<file path="src/hw/drive_fieldbus_pkg.sv">
// Purpose: shared constants and types for the fieldbus control word decoder
// Assumes: byte stream from an RTU receiver on the same clock
// Notes: register addresses are zero-based bus addresses
package drive_fieldbus_pkg;
  localparam logic [7:0] FN_RW_MULTI = 8'h17;
  localparam int NREG = 8;
  localparam int NWBUF = 8;
  localparam int NDI = 6;
  localparam logic [15:0] NREG_W = 16'h0008;
  localparam logic [15:0] NWBUF_W = 16'h0008;
  localparam logic [15:0] MAX_RD_QTY = 16'h007D;
  localparam logic [15:0] REG_BASE = 16'h0000;
  localparam logic [15:0] IDX_CMD = 16'h0000;
  localparam logic [15:0] IDX_STAT = 16'h0001;
  localparam logic [15:0] CMD_RST = 16'h0000;
  localparam logic [15:0] CRC_INIT = 16'hFFFF;
  localparam logic [15:0] CRC_POLY = 16'hA001;
  // request byte positions
  localparam logic [8:0] RQ_FUNC = 9'h001;
  localparam logic [8:0] RQ_RS_HI = 9'h002;
  localparam logic [8:0] RQ_RS_LO = 9'h003;
  localparam logic [8:0] RQ_RQ_HI = 9'h004;
  localparam logic [8:0] RQ_RQ_LO = 9'h005;
  localparam logic [8:0] RQ_WS_HI = 9'h006;
  localparam logic [8:0] RQ_WS_LO = 9'h007;
  localparam logic [8:0] RQ_WQ_HI = 9'h008;
  localparam logic [8:0] RQ_WQ_LO = 9'h009;
  localparam logic [8:0] RQ_BC = 9'h00A;
  localparam logic [8:0] RQ_DATA = 9'h00B;
  localparam logic [8:0] RQ_FIXED_LEN = 9'h00D;
  // response byte positions
  localparam logic [7:0] RSP_FUNC = 8'h01;
  localparam logic [7:0] RSP_BC = 8'h02;
  localparam logic [7:0] RSP_DATA = 8'h03;
  localparam logic [7:0] RSP_TAIL = 8'h04;
  // gating selections for bus bit versus digital input
  localparam logic [1:0] GATE_DI = 2'h0;
  localparam logic [1:0] GATE_BUS = 2'h1;
  localparam logic [1:0] GATE_OR = 2'h2;
  localparam logic [1:0] GATE_AND = 2'h3;
  // digital input bit positions
  localparam int DI_COAST_N = 0;
  localparam int DI_BRAKE_N = 1;
  localparam int DI_COAST_RST_N = 2;
  localparam int DI_UP = 3;
  localparam int DI_DOWN = 4;
  localparam int DI_REV = 5;
  // command word bit positions
  localparam int CW_REF_LO = 0;
  localparam int CW_REF_HI = 1;
  localparam int CW_BRAKE_N = 2;
  localparam int CW_COAST_N = 3;
  localparam int CW_QSTOP_N = 4;
  localparam int CW_HOLD_N = 5;
  localparam int CW_RUN = 6;
  localparam int CW_RESET = 7;
  localparam int CW_JOG = 8;
  localparam int CW_RAMP2 = 9;
  localparam int CW_VALID = 10;
  localparam int CW_RELAY1 = 11;
  localparam int CW_RELAY2 = 12;
  localparam int CW_SETUP = 13;
  localparam int CW_REVERSE = 15;
  typedef enum logic [3:0] {
    S_IDLE = 4'b0001,
    S_RX = 4'b0010,
    S_WR = 4'b0100,
    S_TX = 4'b1000
  } fsm_t;
endpackage : drive_fieldbus_pkg

</file>
<file path="src/hw/drive_fieldbus_control_word_decoder.sv">
// Purpose: read/write-multiple telegram handler and drive command word decoder
// Assumes: rx bytes and frame end come from a receiver on clk; tx bytes drained by a sender
// Notes: holding register 0 is the write-only command word (reads return zero), 1 the decoded state, 2..7 plain storage
`timescale 1ns/1ns
`default_nettype none
module drive_fieldbus_control_word_decoder
  import drive_fieldbus_pkg::*;
(
  input wire logic clk,
  input wire logic rst,
  input wire logic [7:0] node_addr,
  input wire logic [7:0] rx_data,
  input wire logic rx_valid,
  input wire logic rx_frame_end,
  input wire logic tx_ready,
  output logic [7:0] tx_data,
  output logic tx_valid,
  input wire logic di_coast_n,
  input wire logic di_brake_n,
  input wire logic di_coast_rst_n,
  input wire logic di_speed_up,
  input wire logic di_speed_down,
  input wire logic di_reverse,
  input wire logic [1:0] coast_gate,
  input wire logic [1:0] reverse_gate,
  input wire logic relay1_fn_cw,
  input wire logic relay2_fn_cw,
  input wire logic multi_setup_en,
  output logic [1:0] preset_sel,
  output logic dc_brake,
  output logic motor_coast,
  output logic quick_stop,
  output logic freq_hold,
  output logic ramp_stop,
  output logic speed_up,
  output logic speed_down,
  output logic trip_reset,
  output logic jog,
  output logic ramp_set2,
  output logic relay1,
  output logic relay2,
  output logic setup_sel,
  output logic reverse
);

  typedef struct packed {
    fsm_t st;
    logic [8:0] rx_idx;
    logic bad;
    logic [15:0] crc;
    logic [15:0] rs;
    logic [15:0] rq;
    logic [15:0] ws;
    logic [15:0] wq;
    logic [7:0] bc;
    logic [NWBUF-1:0][15:0] wbuf;
    logic [NREG-1:0][15:0] regs;
    logic [15:0] wptr;
    logic [7:0] tx_idx;
    logic [7:0] tx_data;
    logic tx_valid;
    logic [15:0] cmd;
    logic [NDI-1:0] s1;
    logic [NDI-1:0] s2;
    logic [NDI-1:0] s3;
    logic [NDI-1:0] di;
    logic [1:0] preset_sel;
    logic dc_brake;
    logic motor_coast;
    logic quick_stop;
    logic freq_hold;
    logic ramp_stop;
    logic speed_up;
    logic speed_down;
    logic trip_reset;
    logic jog;
    logic ramp_set2;
    logic relay1;
    logic relay2;
    logic setup_sel;
    logic reverse;
  } state_t;

  localparam state_t STATE_RST = '{st: S_IDLE, crc: CRC_INIT, cmd: CMD_RST, default: '0};

  state_t state_ff;
  state_t nxt_state;

  // reflected CRC-16 as used on RTU links
  function automatic logic [15:0] crc_upd(input logic [15:0] c, input logic [7:0] b);
    logic [15:0] r;
    r = c ^ {8'h00, b};
    for (int i = 0; i < 8; i++)
    begin
      r = r[0] ? ((r >> 1) ^ CRC_POLY) : (r >> 1);
    end
    return r;
  endfunction : crc_upd

  function automatic logic gate_sel(input logic [1:0] sel, input logic bus, input logic dig);
    logic r;
    case (sel)
      GATE_BUS: r = bus;
      GATE_OR: r = bus | dig;
      GATE_AND: r = bus & dig;
      default: r = dig;
    endcase
    return r;
  endfunction : gate_sel

  always_comb
  begin : next_logic
    logic [8:0] off;
    logic [15:0] widx;
    logic [15:0] ridx;
    logic [15:0] w;
    logic [15:0] rword;
    logic [7:0] nidx;
    logic [7:0] bcr;
    logic [7:0] k;
    logic ok;
    logic coast_req;
    logic brake_req;
    logic hold;
    nxt_state = state_ff;
    off = 9'(state_ff.rx_idx - RQ_DATA);
    widx = 16'(state_ff.ws + state_ff.wptr - REG_BASE);
    w = state_ff.wbuf[state_ff.wptr[2:0]];
    nidx = 8'(state_ff.tx_idx + 8'h01);
    bcr = {state_ff.rq[6:0], 1'b0};
    k = 8'(nidx - RSP_DATA) >> 1;
    ridx = 16'(state_ff.rs + {8'h00, k} - REG_BASE);
    rword = (ridx < NREG_W) ? state_ff.regs[ridx[2:0]] : 16'h0000;
    ok = 1'b0;
    coast_req = gate_sel(coast_gate, ~state_ff.cmd[CW_COAST_N],
      ~state_ff.di[DI_COAST_N] | ~state_ff.di[DI_COAST_RST_N]);
    brake_req = ~state_ff.cmd[CW_BRAKE_N] | ~state_ff.di[DI_BRAKE_N];
    hold = ~state_ff.cmd[CW_HOLD_N];
    nxt_state.trip_reset = 1'b0;

    // pin inputs: a change counts once stages two and three agree
    nxt_state.s1 = {di_reverse, di_speed_down, di_speed_up, di_coast_rst_n, di_brake_n, di_coast_n};
    nxt_state.s2 = state_ff.s1;
    nxt_state.s3 = state_ff.s2;
    nxt_state.di = (~(state_ff.s2 ^ state_ff.s3) & state_ff.s3)
                 | ((state_ff.s2 ^ state_ff.s3) & state_ff.di);

    // decoded state mirrored into the read-only register
    nxt_state.regs[IDX_STAT[2:0]] = {5'h00, state_ff.reverse, state_ff.setup_sel,
      state_ff.relay2, state_ff.relay1, state_ff.ramp_set2, state_ff.jog,
      state_ff.ramp_stop, state_ff.freq_hold, state_ff.quick_stop,
      state_ff.motor_coast, state_ff.dc_brake};

    unique case (state_ff.st)
      S_IDLE:
      begin
        if (rx_valid)
        begin
          nxt_state.st = S_RX;
          nxt_state.rx_idx = 9'h001;
          nxt_state.crc = crc_upd(CRC_INIT, rx_data);
          nxt_state.bad = (rx_data != node_addr);
        end
      end
      S_RX:
      begin
        if (rx_valid)
        begin
          nxt_state.crc = crc_upd(state_ff.crc, rx_data);
          if (state_ff.rx_idx != 9'h1FF)
          begin
            nxt_state.rx_idx = 9'(state_ff.rx_idx + 9'h001);
          end
          case (state_ff.rx_idx)
            RQ_FUNC: nxt_state.bad = state_ff.bad | (rx_data != FN_RW_MULTI);
            RQ_RS_HI: nxt_state.rs[15:8] = rx_data;
            RQ_RS_LO: nxt_state.rs[7:0] = rx_data;
            RQ_RQ_HI: nxt_state.rq[15:8] = rx_data;
            RQ_RQ_LO: nxt_state.rq[7:0] = rx_data;
            RQ_WS_HI: nxt_state.ws[15:8] = rx_data;
            RQ_WS_LO: nxt_state.ws[7:0] = rx_data;
            RQ_WQ_HI: nxt_state.wq[15:8] = rx_data;
            RQ_WQ_LO: nxt_state.wq[7:0] = rx_data;
            RQ_BC: nxt_state.bc = rx_data;
            default:
            begin
              // high byte lands first in each word
              if (off < {1'b0, state_ff.bc} && off[8:4] == 5'h00)
              begin
                if (off[0])
                begin
                  nxt_state.wbuf[off[3:1]][7:0] = rx_data;
                end
                else
                begin
                  nxt_state.wbuf[off[3:1]][15:8] = rx_data;
                end
              end
            end
          endcase
        end
        else if (rx_frame_end)
        begin
          // residue of zero over message plus check means intact
          ok = !state_ff.bad && state_ff.crc == 16'h0000
            && state_ff.rx_idx == 9'(RQ_FIXED_LEN + {1'b0, state_ff.bc})
            && state_ff.wq != 16'h0000 && state_ff.wq <= NWBUF_W
            && {8'h00, state_ff.bc} == 16'(state_ff.wq << 1)
            && state_ff.rq != 16'h0000 && state_ff.rq <= MAX_RD_QTY;
          nxt_state.st = ok ? S_WR : S_IDLE;
          nxt_state.wptr = 16'h0000;
        end
      end
      S_WR:
      begin
        // one word per cycle; a 32-bit value is two adjacent words
        if (widx == IDX_CMD)
        begin
          if (w[CW_VALID])
          begin
            nxt_state.cmd = w;
            nxt_state.trip_reset = w[CW_RESET] & ~state_ff.cmd[CW_RESET];
          end
        end
        else if (widx != IDX_STAT && widx < NREG_W)
        begin
          nxt_state.regs[widx[2:0]] = w;
        end
        nxt_state.wptr = 16'(state_ff.wptr + 16'h0001);
        if (state_ff.wptr == 16'(state_ff.wq - 16'h0001))
        begin
          // answer only after every write has landed
          nxt_state.st = S_TX;
          nxt_state.tx_idx = 8'h00;
          nxt_state.tx_data = node_addr;
          nxt_state.tx_valid = 1'b1;
          nxt_state.crc = CRC_INIT;
        end
      end
      S_TX:
      begin
        if (state_ff.tx_valid && tx_ready)
        begin
          // check bytes are not folded into the running check
          if (state_ff.tx_idx < 8'(bcr + RSP_DATA))
          begin
            nxt_state.crc = crc_upd(state_ff.crc, state_ff.tx_data);
          end
          if (state_ff.tx_idx == 8'(bcr + RSP_TAIL))
          begin
            nxt_state.tx_valid = 1'b0;
            nxt_state.st = S_IDLE;
          end
          else
          begin
            nxt_state.tx_idx = nidx;
            if (nidx == RSP_FUNC)
            begin
              nxt_state.tx_data = FN_RW_MULTI;
            end
            else if (nidx == RSP_BC)
            begin
              nxt_state.tx_data = bcr;
            end
            else if (nidx < 8'(bcr + RSP_DATA))
            begin
              nxt_state.tx_data = nidx[0] ? rword[15:8] : rword[7:0];
            end
            else if (nidx == 8'(bcr + RSP_DATA))
            begin
              nxt_state.tx_data = nxt_state.crc[7:0];
            end
            else
            begin
              nxt_state.tx_data = state_ff.crc[15:8];
            end
          end
        end
      end
    endcase

    // command word decode; bit 14 has no function and is never looked at
    nxt_state.preset_sel = state_ff.cmd[CW_REF_HI:CW_REF_LO];
    nxt_state.dc_brake = brake_req;
    nxt_state.motor_coast = coast_req;
    nxt_state.freq_hold = hold;
    // a frozen output ignores the ramped stop paths
    nxt_state.quick_stop = ~state_ff.cmd[CW_QSTOP_N] & ~hold;
    nxt_state.ramp_stop = ~state_ff.cmd[CW_RUN] & ~hold;
    nxt_state.speed_up = hold & state_ff.di[DI_UP];
    nxt_state.speed_down = hold & state_ff.di[DI_DOWN];
    nxt_state.jog = state_ff.cmd[CW_JOG];
    nxt_state.ramp_set2 = state_ff.cmd[CW_RAMP2];
    nxt_state.relay1 = state_ff.cmd[CW_RELAY1] & relay1_fn_cw;
    nxt_state.relay2 = state_ff.cmd[CW_RELAY2] & relay2_fn_cw;
    nxt_state.setup_sel = state_ff.cmd[CW_SETUP] & multi_setup_en;
    // bus-only selection does not let the bus reverse
    nxt_state.reverse = gate_sel((reverse_gate == GATE_BUS) ? GATE_DI : reverse_gate,
      state_ff.cmd[CW_REVERSE], state_ff.di[DI_REV]);
  end

  always_ff @(posedge clk or posedge rst)
  begin
    if (rst)
    begin
      state_ff <= STATE_RST;
    end
    else
    begin
      state_ff <= nxt_state;
    end
  end

  assign tx_data = state_ff.tx_data;
  assign tx_valid = state_ff.tx_valid;
  assign preset_sel = state_ff.preset_sel;
  assign dc_brake = state_ff.dc_brake;
  assign motor_coast = state_ff.motor_coast;
  assign quick_stop = state_ff.quick_stop;
  assign freq_hold = state_ff.freq_hold;
  assign ramp_stop = state_ff.ramp_stop;
  assign speed_up = state_ff.speed_up;
  assign speed_down = state_ff.speed_down;
  assign trip_reset = state_ff.trip_reset;
  assign jog = state_ff.jog;
  assign ramp_set2 = state_ff.ramp_set2;
  assign relay1 = state_ff.relay1;
  assign relay2 = state_ff.relay2;
  assign setup_sel = state_ff.setup_sel;
  assign reverse = state_ff.reverse;

endmodule : drive_fieldbus_control_word_decoder
`default_nettype wire

</file>
<file path="config.mk">
export PLATFORM = sky130hd
export DESIGN_NAME = drive_fieldbus_control_word_decoder
export DESIGN_NICKNAME = d
export VERILOG_FILES = /design/src/hw/drive_fieldbus_pkg.sv /design/src/hw/drive_fieldbus_control_word_decoder.sv
export SDC_FILE = /design/constraint.sdc
export NUM_CORES = 1
export LEC_CHECK = 0
export BUFFER_PORTS_ARGS = -buffer_cell sky130_fd_sc_hd__buf_4
export CAP_MARGIN = 40
export CORE_AREA = 2 2 180 271
export DETAILED_ROUTE_END_ITERATION = 10
export DIE_AREA = 0 0 182 273
export GPL_TIMING_DRIVEN = 0
export PLACE_DENSITY_LB_ADDON = 0.3
export SYNTH_ARGS = -nofsm -noshare
export SYNTH_HDL_FRONTEND = slang
export SYNTH_SLANG_ARGS = --single-unit
</file>
<file path="constraint.sdc">
create_clock -name clk -period 14.15 [get_ports clk]
set_input_delay 1.415 -clock clk [delete_from_list [all_inputs] [get_ports clk]]
set_output_delay 1.415 -clock clk [all_outputs]
set_load 0.005 [all_outputs]
</file>
Word level (Yosys, flattened, before mapping):

Cells that the tools add are included.
W data, S select, Z words.

* flip-flop bits (word level): 447
* bits in latches: 0
* RAM bits: 0
* memory bits (read-only): 0
* bits of input ports: 34
* output and inout port bits: 25
* logic and storage cells: 309
* memories kept: 0

* add/subtract/negate cells: 11
* multipliers: 0
* div/mod/pow operators: 0
* $lt $le $gt $ge: 13
* equal/unequal tests: 43
* shift-type cells: 0
* mux-type cells: 88
* bitwise gates (word level): 58
* reduce and logical (&&, ||, !) cells: 42

Operators by type and width (number)
* $mux W16: 35
* $bwmux W128: 3
* $mux W128: 3
* $mux W226: 1
* $demux W16 S3: 3
* $mux W8: 15
* $bmux W16 S3: 2
* $mux W32: 3
* $not A2 Y3: 24
* $pmux W16 S4: 1
* $eq A9 B3 Y1 const B: 4
* $reduce_and A3 Y1: 12
* $mux W17: 2
* $pmux W17 S2: 1
* $logic_not A16 Y1: 2
* $lt A16 B4 Y1 const B: 2
* $pmux W16 S2: 1
* $reduce_bool A16 Y1: 2
* $xor A16 B8 Y16: 2
* $mux W30: 1
* $eq A9 B4 Y1 const B: 3
* $reduce_and A4 Y1: 6
* $mux W4: 5
* $ne A2 B2 Y1 const B: 10
* 58 further kinds: 112

Logic depth before layout (Yosys ltp):

* word-level depth: 25
* gate-level depth with buffers: 15
* mapped depth without buffers: 15

Worst setup path after synthesis:

No wires, ideal clock.

* kind: input to register
* start point: input rx_valid
* end point: register state_ff[233] (netlist bit)
* library setup time: 0.125 ns
* arrival time: 3.590 ns
* required time: 14.025 ns
* slack: 10.436 ns
* stages: 7
* buffers on the path: 2
* cell sequence: clkbuf_1 > nand2_1 > or3_1 > a2111oi_2 > clkbuf_1 > nand4_1 > mux2_2

* word-level cells in the longest chain between the ends: 1

Ends and longest elaborated chain
* start, declared: RTL line drive_fieldbus_control_word_decoder.sv:13 `input wire logic rx_valid,`
* $reduce_and A4 Y1 (no line)
* end signal, assigned: RTL line drive_fieldbus_control_word_decoder.sv:310 `state_ff <= nxt_state;`
* end, declared: RTL line drive_fieldbus_control_word_decoder.sv:86 `state_t state_ff;`

Every way passes these cells.
A chain may end at the register's enable or synchronous reset.

Worst setup path in the final report:

* start point: register state_ff[435] (netlist bit)
* end point: register state_ff[314] (netlist bit)

* word-level cells in the longest chain between the ends: 7
* elaborated cells between the ends (all ways): 26
* classes of those cells: 1 x add/sub; 3 x order compare; 10 x eq/ne; 6 x mux; 1 x bitwise; 5 x reduce/logical

Ends and longest elaborated chain
* $sub A9 B4 Y9: RTL line drive_fieldbus_control_word_decoder.sv:126 `off = 9'(state_ff.rx_idx - RQ_DATA);`
* $lt A3 B4 Y1 (not written as such) or $ge A3 B1 Y1 (tied branches): RTL line drive_fieldbus_control_word_decoder.sv:192 `nxt_state.wbuf[off[3:1]][7:0] = rx_data;`
* $logic_and A1 B1 Y1 (not written as such): RTL line drive_fieldbus_control_word_decoder.sv:192
* $mux W8 (not written as such): RTL line drive_fieldbus_control_word_decoder.sv:192
* $demux W16 S3: RTL line drive_fieldbus_control_word_decoder.sv:192
* $bwmux W128: RTL line drive_fieldbus_control_word_decoder.sv:192
* $mux W128: RTL line drive_fieldbus_control_word_decoder.sv:190 `if (off[0])`

Several ways; a longest one is shown, not always the timed one.

==> impl_metrics.xml <==
<?xml version="1.0" encoding="UTF-8"?>
<metrics>
  <group name="clocking">
    <metric name="root_buffer" unit="">sky130_fd_sc_hd__clkbuf_16</metric>
    <metric name="post_cts_resized" unit="">0</metric>
    <metric name="cts_setup_buffers" unit="">0</metric>
    <metric name="cts-root-to-sink-buffers" unit="">3</metric>
    <metric name="cts_tree" unit="">yes</metric>
    <metric name="cts-buffers-inserted" unit="">44</metric>
    <metric name="cts_hold_buffers" unit="">0</metric>
    <metric name="clk_latency" unit="ns">0.59</metric>
    <metric name="cts_max_level" unit="">2</metric>
    <metric name="tritoncts_num_sinks" unit="">445</metric>
    <metric name="clk_transition_reported_paths" unit="ns">0.07</metric>
  </group>
  <group name="drt">
    <metric name="drt-wirelength-per-cell" unit="um">23.6</metric>
    <metric name="dr_wl_met2" unit="um">33800</metric>
    <metric name="drt_first_pass_iters" unit="">5</metric>
    <metric name="met3WireLength" unit="um">2630</metric>
    <metric name="post_route_m1_wl" unit="um">24900</metric>
    <metric name="vias_per_cell" unit="">6.04</metric>
    <metric name="antenna_violating_nets_post_route" unit="">0</metric>
    <metric name="detail_route.iter0.violations" unit="">1280</metric>
    <metric name="drc" unit="">0</metric>
    <metric name="detailroute.via_count" unit="">16576</metric>
    <metric name="aggregate_routed_wire_length" unit="um">64800</metric>
    <metric name="highest-signal-layer" unit="">met5</metric>
  </group>
  <group name="floorplanning">
    <metric name="floorplan.die_area" unit="um2">49700</metric>
    <metric name="core_area" unit="um2">47300</metric>
    <metric name="cell_rows" unit="">98</metric>
    <metric name="die_w" unit="um">182</metric>
    <metric name="dieHeight" unit="um">273</metric>
    <metric name="boundaryPins" unit="">59</metric>
    <metric name="initial_core_util" unit="%">49.5</metric>
  </group>
  <group name="timing">
    <metric name="post-route-worst-setup-slack" unit="ns">9.10</metric>
    <metric name="finalCritPeriodShare" unit="%">35.7</metric>
    <metric name="timing.clock.skew" unit="ns">0.0328</metric>
    <metric name="final_setup_violation_count" unit="">0</metric>
    <metric name="slew_viol_final" unit="">0</metric>
    <metric name="setup_tns" unit="ns">0</metric>
    <metric name="maxSlewHeadroom" unit="%">37.7</metric>
    <metric name="min_period" unit="ns">5.05</metric>
    <metric name="max_freq" unit="MHz">198</metric>
    <metric name="rsz0062_at_grt" unit="">no</metric>
    <metric name="report.final.hold_viol_count" unit="">0</metric>
    <metric name="worst_pin_slew" unit="ns">0.932</metric>
  </group>
  <group name="final_layout">
    <metric name="post_route_cells_drive_above_1_share" unit="%">27.3</metric>
    <metric name="antenna_cells_inserted" unit="">0</metric>
    <metric name="layout.cell_area.non_filler" unit="um2">26500</metric>
    <metric name="area_growth" unit="%">13.0</metric>
    <metric name="num-nets-final" unit="">2212</metric>
  </group>
  <group name="place">
    <metric name="gpl_congestion" unit="">0.942</metric>
    <metric name="dp_slack" unit="ns">9.25</metric>
    <metric name="portBuffers" unit="">56</metric>
    <metric name="post_dp_cell_area" unit="um2">25000</metric>
    <metric name="estimated_wirelength_of_the_detail_placed_design" unit="um">47100</metric>
  </group>
  <group name="yosys">
    <metric name="synth.distinct_cells" unit="">82</metric>
    <metric name="syn-instance-count" unit="">1980</metric>
    <metric name="cell_with_the_most_instances_after_synthesis" unit="">sky130_fd_sc_hd__dfrtp_1</metric>
    <metric name="ys_ff_latch" unit="">445</metric>
    <metric name="synth-warning-count" unit="">0</metric>
    <metric name="async_reset_ff_share" unit="%">100</metric>
    <metric name="post_synth_most_frequent_cells" unit="">428 x sky130_fd_sc_hd__dfrtp_1, 291 x sky130_fd_sc_hd__mux2_2, 148 x sky130_fd_sc_hd__nand2_1</metric>
    <metric name="synth_enable_flop_cells" unit="">0</metric>
    <metric name="syn_area" unit="um2">23400</metric>
    <metric name="synth_largest_type_area_fraction" unit="%">45.7</metric>
    <metric name="synth_seq_area_share" unit="%">47.6</metric>
    <metric name="postSynthAreaPerCell" unit="um2">11.8</metric>
    <metric name="synth_top_flop_cell" unit="">sky130_fd_sc_hd__dfrtp_1</metric>
    <metric name="netlist.top_cell.by_area" unit="">sky130_fd_sc_hd__dfrtp_1</metric>
    <metric name="leading_post_synthesis_cells_by_cell_area" unit="">sky130_fd_sc_hd__dfrtp_1 46%, sky130_fd_sc_hd__mux2_2 14%, sky130_fd_sc_hd__mux4_2 6.9%, sky130_fd_sc_hd__ha_1 3.5%, sky130_fd_sc_hd__xnor2_1 3.3%</metric>
  </group>
  <group name="worst_setup_path">
    <metric name="worst-endpoint-arrival" unit="ns">5.50</metric>
    <metric name="required" unit="ns">14.60</metric>
    <metric name="worst-path-max-fanout" unit="">10</metric>
    <metric name="timing.setup.critical_path_class" unit="">register to register</metric>
    <metric name="setup.worst_path.end_class" unit="">register</metric>
    <metric name="crit-reg2reg-launch" unit="">state_ff[435]</metric>
    <metric name="startpoint" unit="">state_ff[435]</metric>
    <metric name="worst_setup_path_start_kind" unit="">register</metric>
  </group>
  <group name="outcome">
    <metric name="run_status" unit="">complete, no violations</metric>
  </group>
  <group name="pwr">
    <metric name="switching_share" unit="%">30.7</metric>
    <metric name="pwr-share-comb" unit="%">22.6</metric>
    <metric name="vdd.ir_drop.worst" unit="V">0.000107</metric>
    <metric name="total_internal_power" unit="uW">2380</metric>
    <metric name="power_frac_seq" unit="%">41.1</metric>
    <metric name="power.density" unit="nW/um2">129</metric>
    <metric name="power" unit="uW">3430</metric>
    <metric name="p_sw" unit="uW">1050</metric>
    <metric name="clock_power_share" unit="%">36.3</metric>
    <metric name="p_leak" unit="uW">0.0123</metric>
  </group>
  <group name="grt">
    <metric name="pin_count_of_the_biggest_net_entering_global_routing" unit="">127</metric>
    <metric name="grt_pass1_wl" unit="um">101000</metric>
    <metric name="grt_antenna_before_repair" unit="">3</metric>
    <metric name="global_route.usage.total" unit="%">26.5</metric>
    <metric name="vias_in_the_first_global_route" unit="">17354</metric>
    <metric name="grt_overflow_total" unit="">0</metric>
  </group>
  <group name="min_path">
    <metric name="hold_class" unit="">register to register</metric>
    <metric name="hold_path_startpoint" unit="">nxt_state[28]</metric>
  </group>
  <group name="run">
    <metric name="drv_cap" unit="">0</metric>
  </group>
</metrics>
[per-layer routing]
layer / global-route usage [%] / up-vias
li1: - / 7433
met1: 31.3 / 8475
met2: 47.7 / 496
met3: 3.03 / 168
met4: 13.3 / 4
met5: 0 / -
[worst paths after layout]
check / end / slack [ns] / cells after the start
min in group asynchronous: state_ff[266] / 0.91 / 2
worst min register to register: nxt_state[22] / 0.35 / 0
worst max register to register: state_ff[314] / 9.10 / 13
worst min-delay path: nxt_state[22] / 0.35 / 0
worst max-delay path: state_ff[314] / 9.10 / 13
max in group asynchronous: state_ff[401] / 11.09 / 5
[final cells by class]
type | instances | area [um2]
well taps | 600 | 751
clock inverters | 30 | 383
repair buffers | 80 | 722
multi-input cells | 1345 | 11500
flip-flops and latches | 445 | 11200
clock buffers | 52 | 1160
plain buffers | 146 | 642
fillers | 3935 | 20800
inverters | 48 | 188
[cell usage in the layout (no fill, tap or decap), types with 55 or more instances in the layout]
| cell | Yosys | routed |
|---|---|---|
| sky130_fd_sc_hd__buf_4 | 11 | 70 |
| sky130_fd_sc_hd__clkbuf_1 | 120 | 125 |
| sky130_fd_sc_hd__nand2_1 | 148 | 148 |
| sky130_fd_sc_hd__o21ai_0 | 112 | 112 |
| sky130_fd_sc_hd__mux2_2 | 291 | 291 |
| sky130_fd_sc_hd__nor2_1 | 76 | 76 |
| sky130_fd_sc_hd__dfrtp_1 | 428 | 428 |
| sky130_fd_sc_hd__mux4_2 | 72 | 72 |
| sky130_fd_sc_hd__xnor2_1 | 89 | 89 |
| sky130_fd_sc_hd__ha_1 | 65 | 65 |
| sky130_fd_sc_hd__xor2_1 | 56 | 55 |
[worst max-delay path: stages (launching register included)]
cell                       delay, ns
sky130_fd_sc_hd__dfrtp_1        0.54
sky130_fd_sc_hd__ha_1           0.22
sky130_fd_sc_hd__clkbuf_1       0.35
sky130_fd_sc_hd__xor2_1         0.51
sky130_fd_sc_hd__inv_1          0.26
sky130_fd_sc_hd__ha_1           0.34
sky130_fd_sc_hd__o21a_1         0.11
sky130_fd_sc_hd__o21a_1         0.17
sky130_fd_sc_hd__o21a_1         0.17
sky130_fd_sc_hd__o21a_1         0.16
sky130_fd_sc_hd__o211ai_1       0.55
sky130_fd_sc_hd__clkbuf_1       0.38
sky130_fd_sc_hd__nand4_1        0.65
sky130_fd_sc_hd__mux2_2         0.50
[through the flow]
| step | utilization [%] | hold slack (ns) | cells |
|---|---|---|---|
| after floorplan | - | 0.331 | 1984 |
| after global placement | 52.0 | 0.332 | 2640 |
| after detailed placement | 52.7 | 0.338 | 2664 |
| after CTS | 56.0 | 0.360 | 2746 |
| after global routing | 56.0 | 0.360 | 2746 |
| final | 56.0 | 0.354 | 2746 |
[registers in the layout, summed over array words and instances (netlist names), 2 cells and up, named ones only]
| name | cells |
|---|---|
| state_ff | 391 |
| nxt_state | 16 |
| tx_data | 8 |
| next_logic.bcr | 7 |
| preset_sel | 2 |
[power by group through the flow]
| stage | Clock [uW] | Sequential, uW | Combinational (uW) |
|---|---|---|---|
| finish | 1240 | 1410 | 774 |
| detailed placement | 0 | 1430 | 765 |
| global placement | 0 | 1430 | 726 |
| CTS | 1270 | 1410 | 770 |
| floorplan | 0 | 1410 | 549 |
| global route | 1320 | 1410 | 838 |
[cells by family after synthesis]
| logic type | synth area share [%] |
|---|---|
| simple gates | 9.82 |
| flops | 47.6 |
| mux | 21.4 |
| compound gates | 7.94 |
| buf+inv | 3.51 |
| xor+xnor | 5.71 |
| fa+ha+maj | 3.98 |
| other cells | 0.0160 |
(Power assumes the default switching activity.)
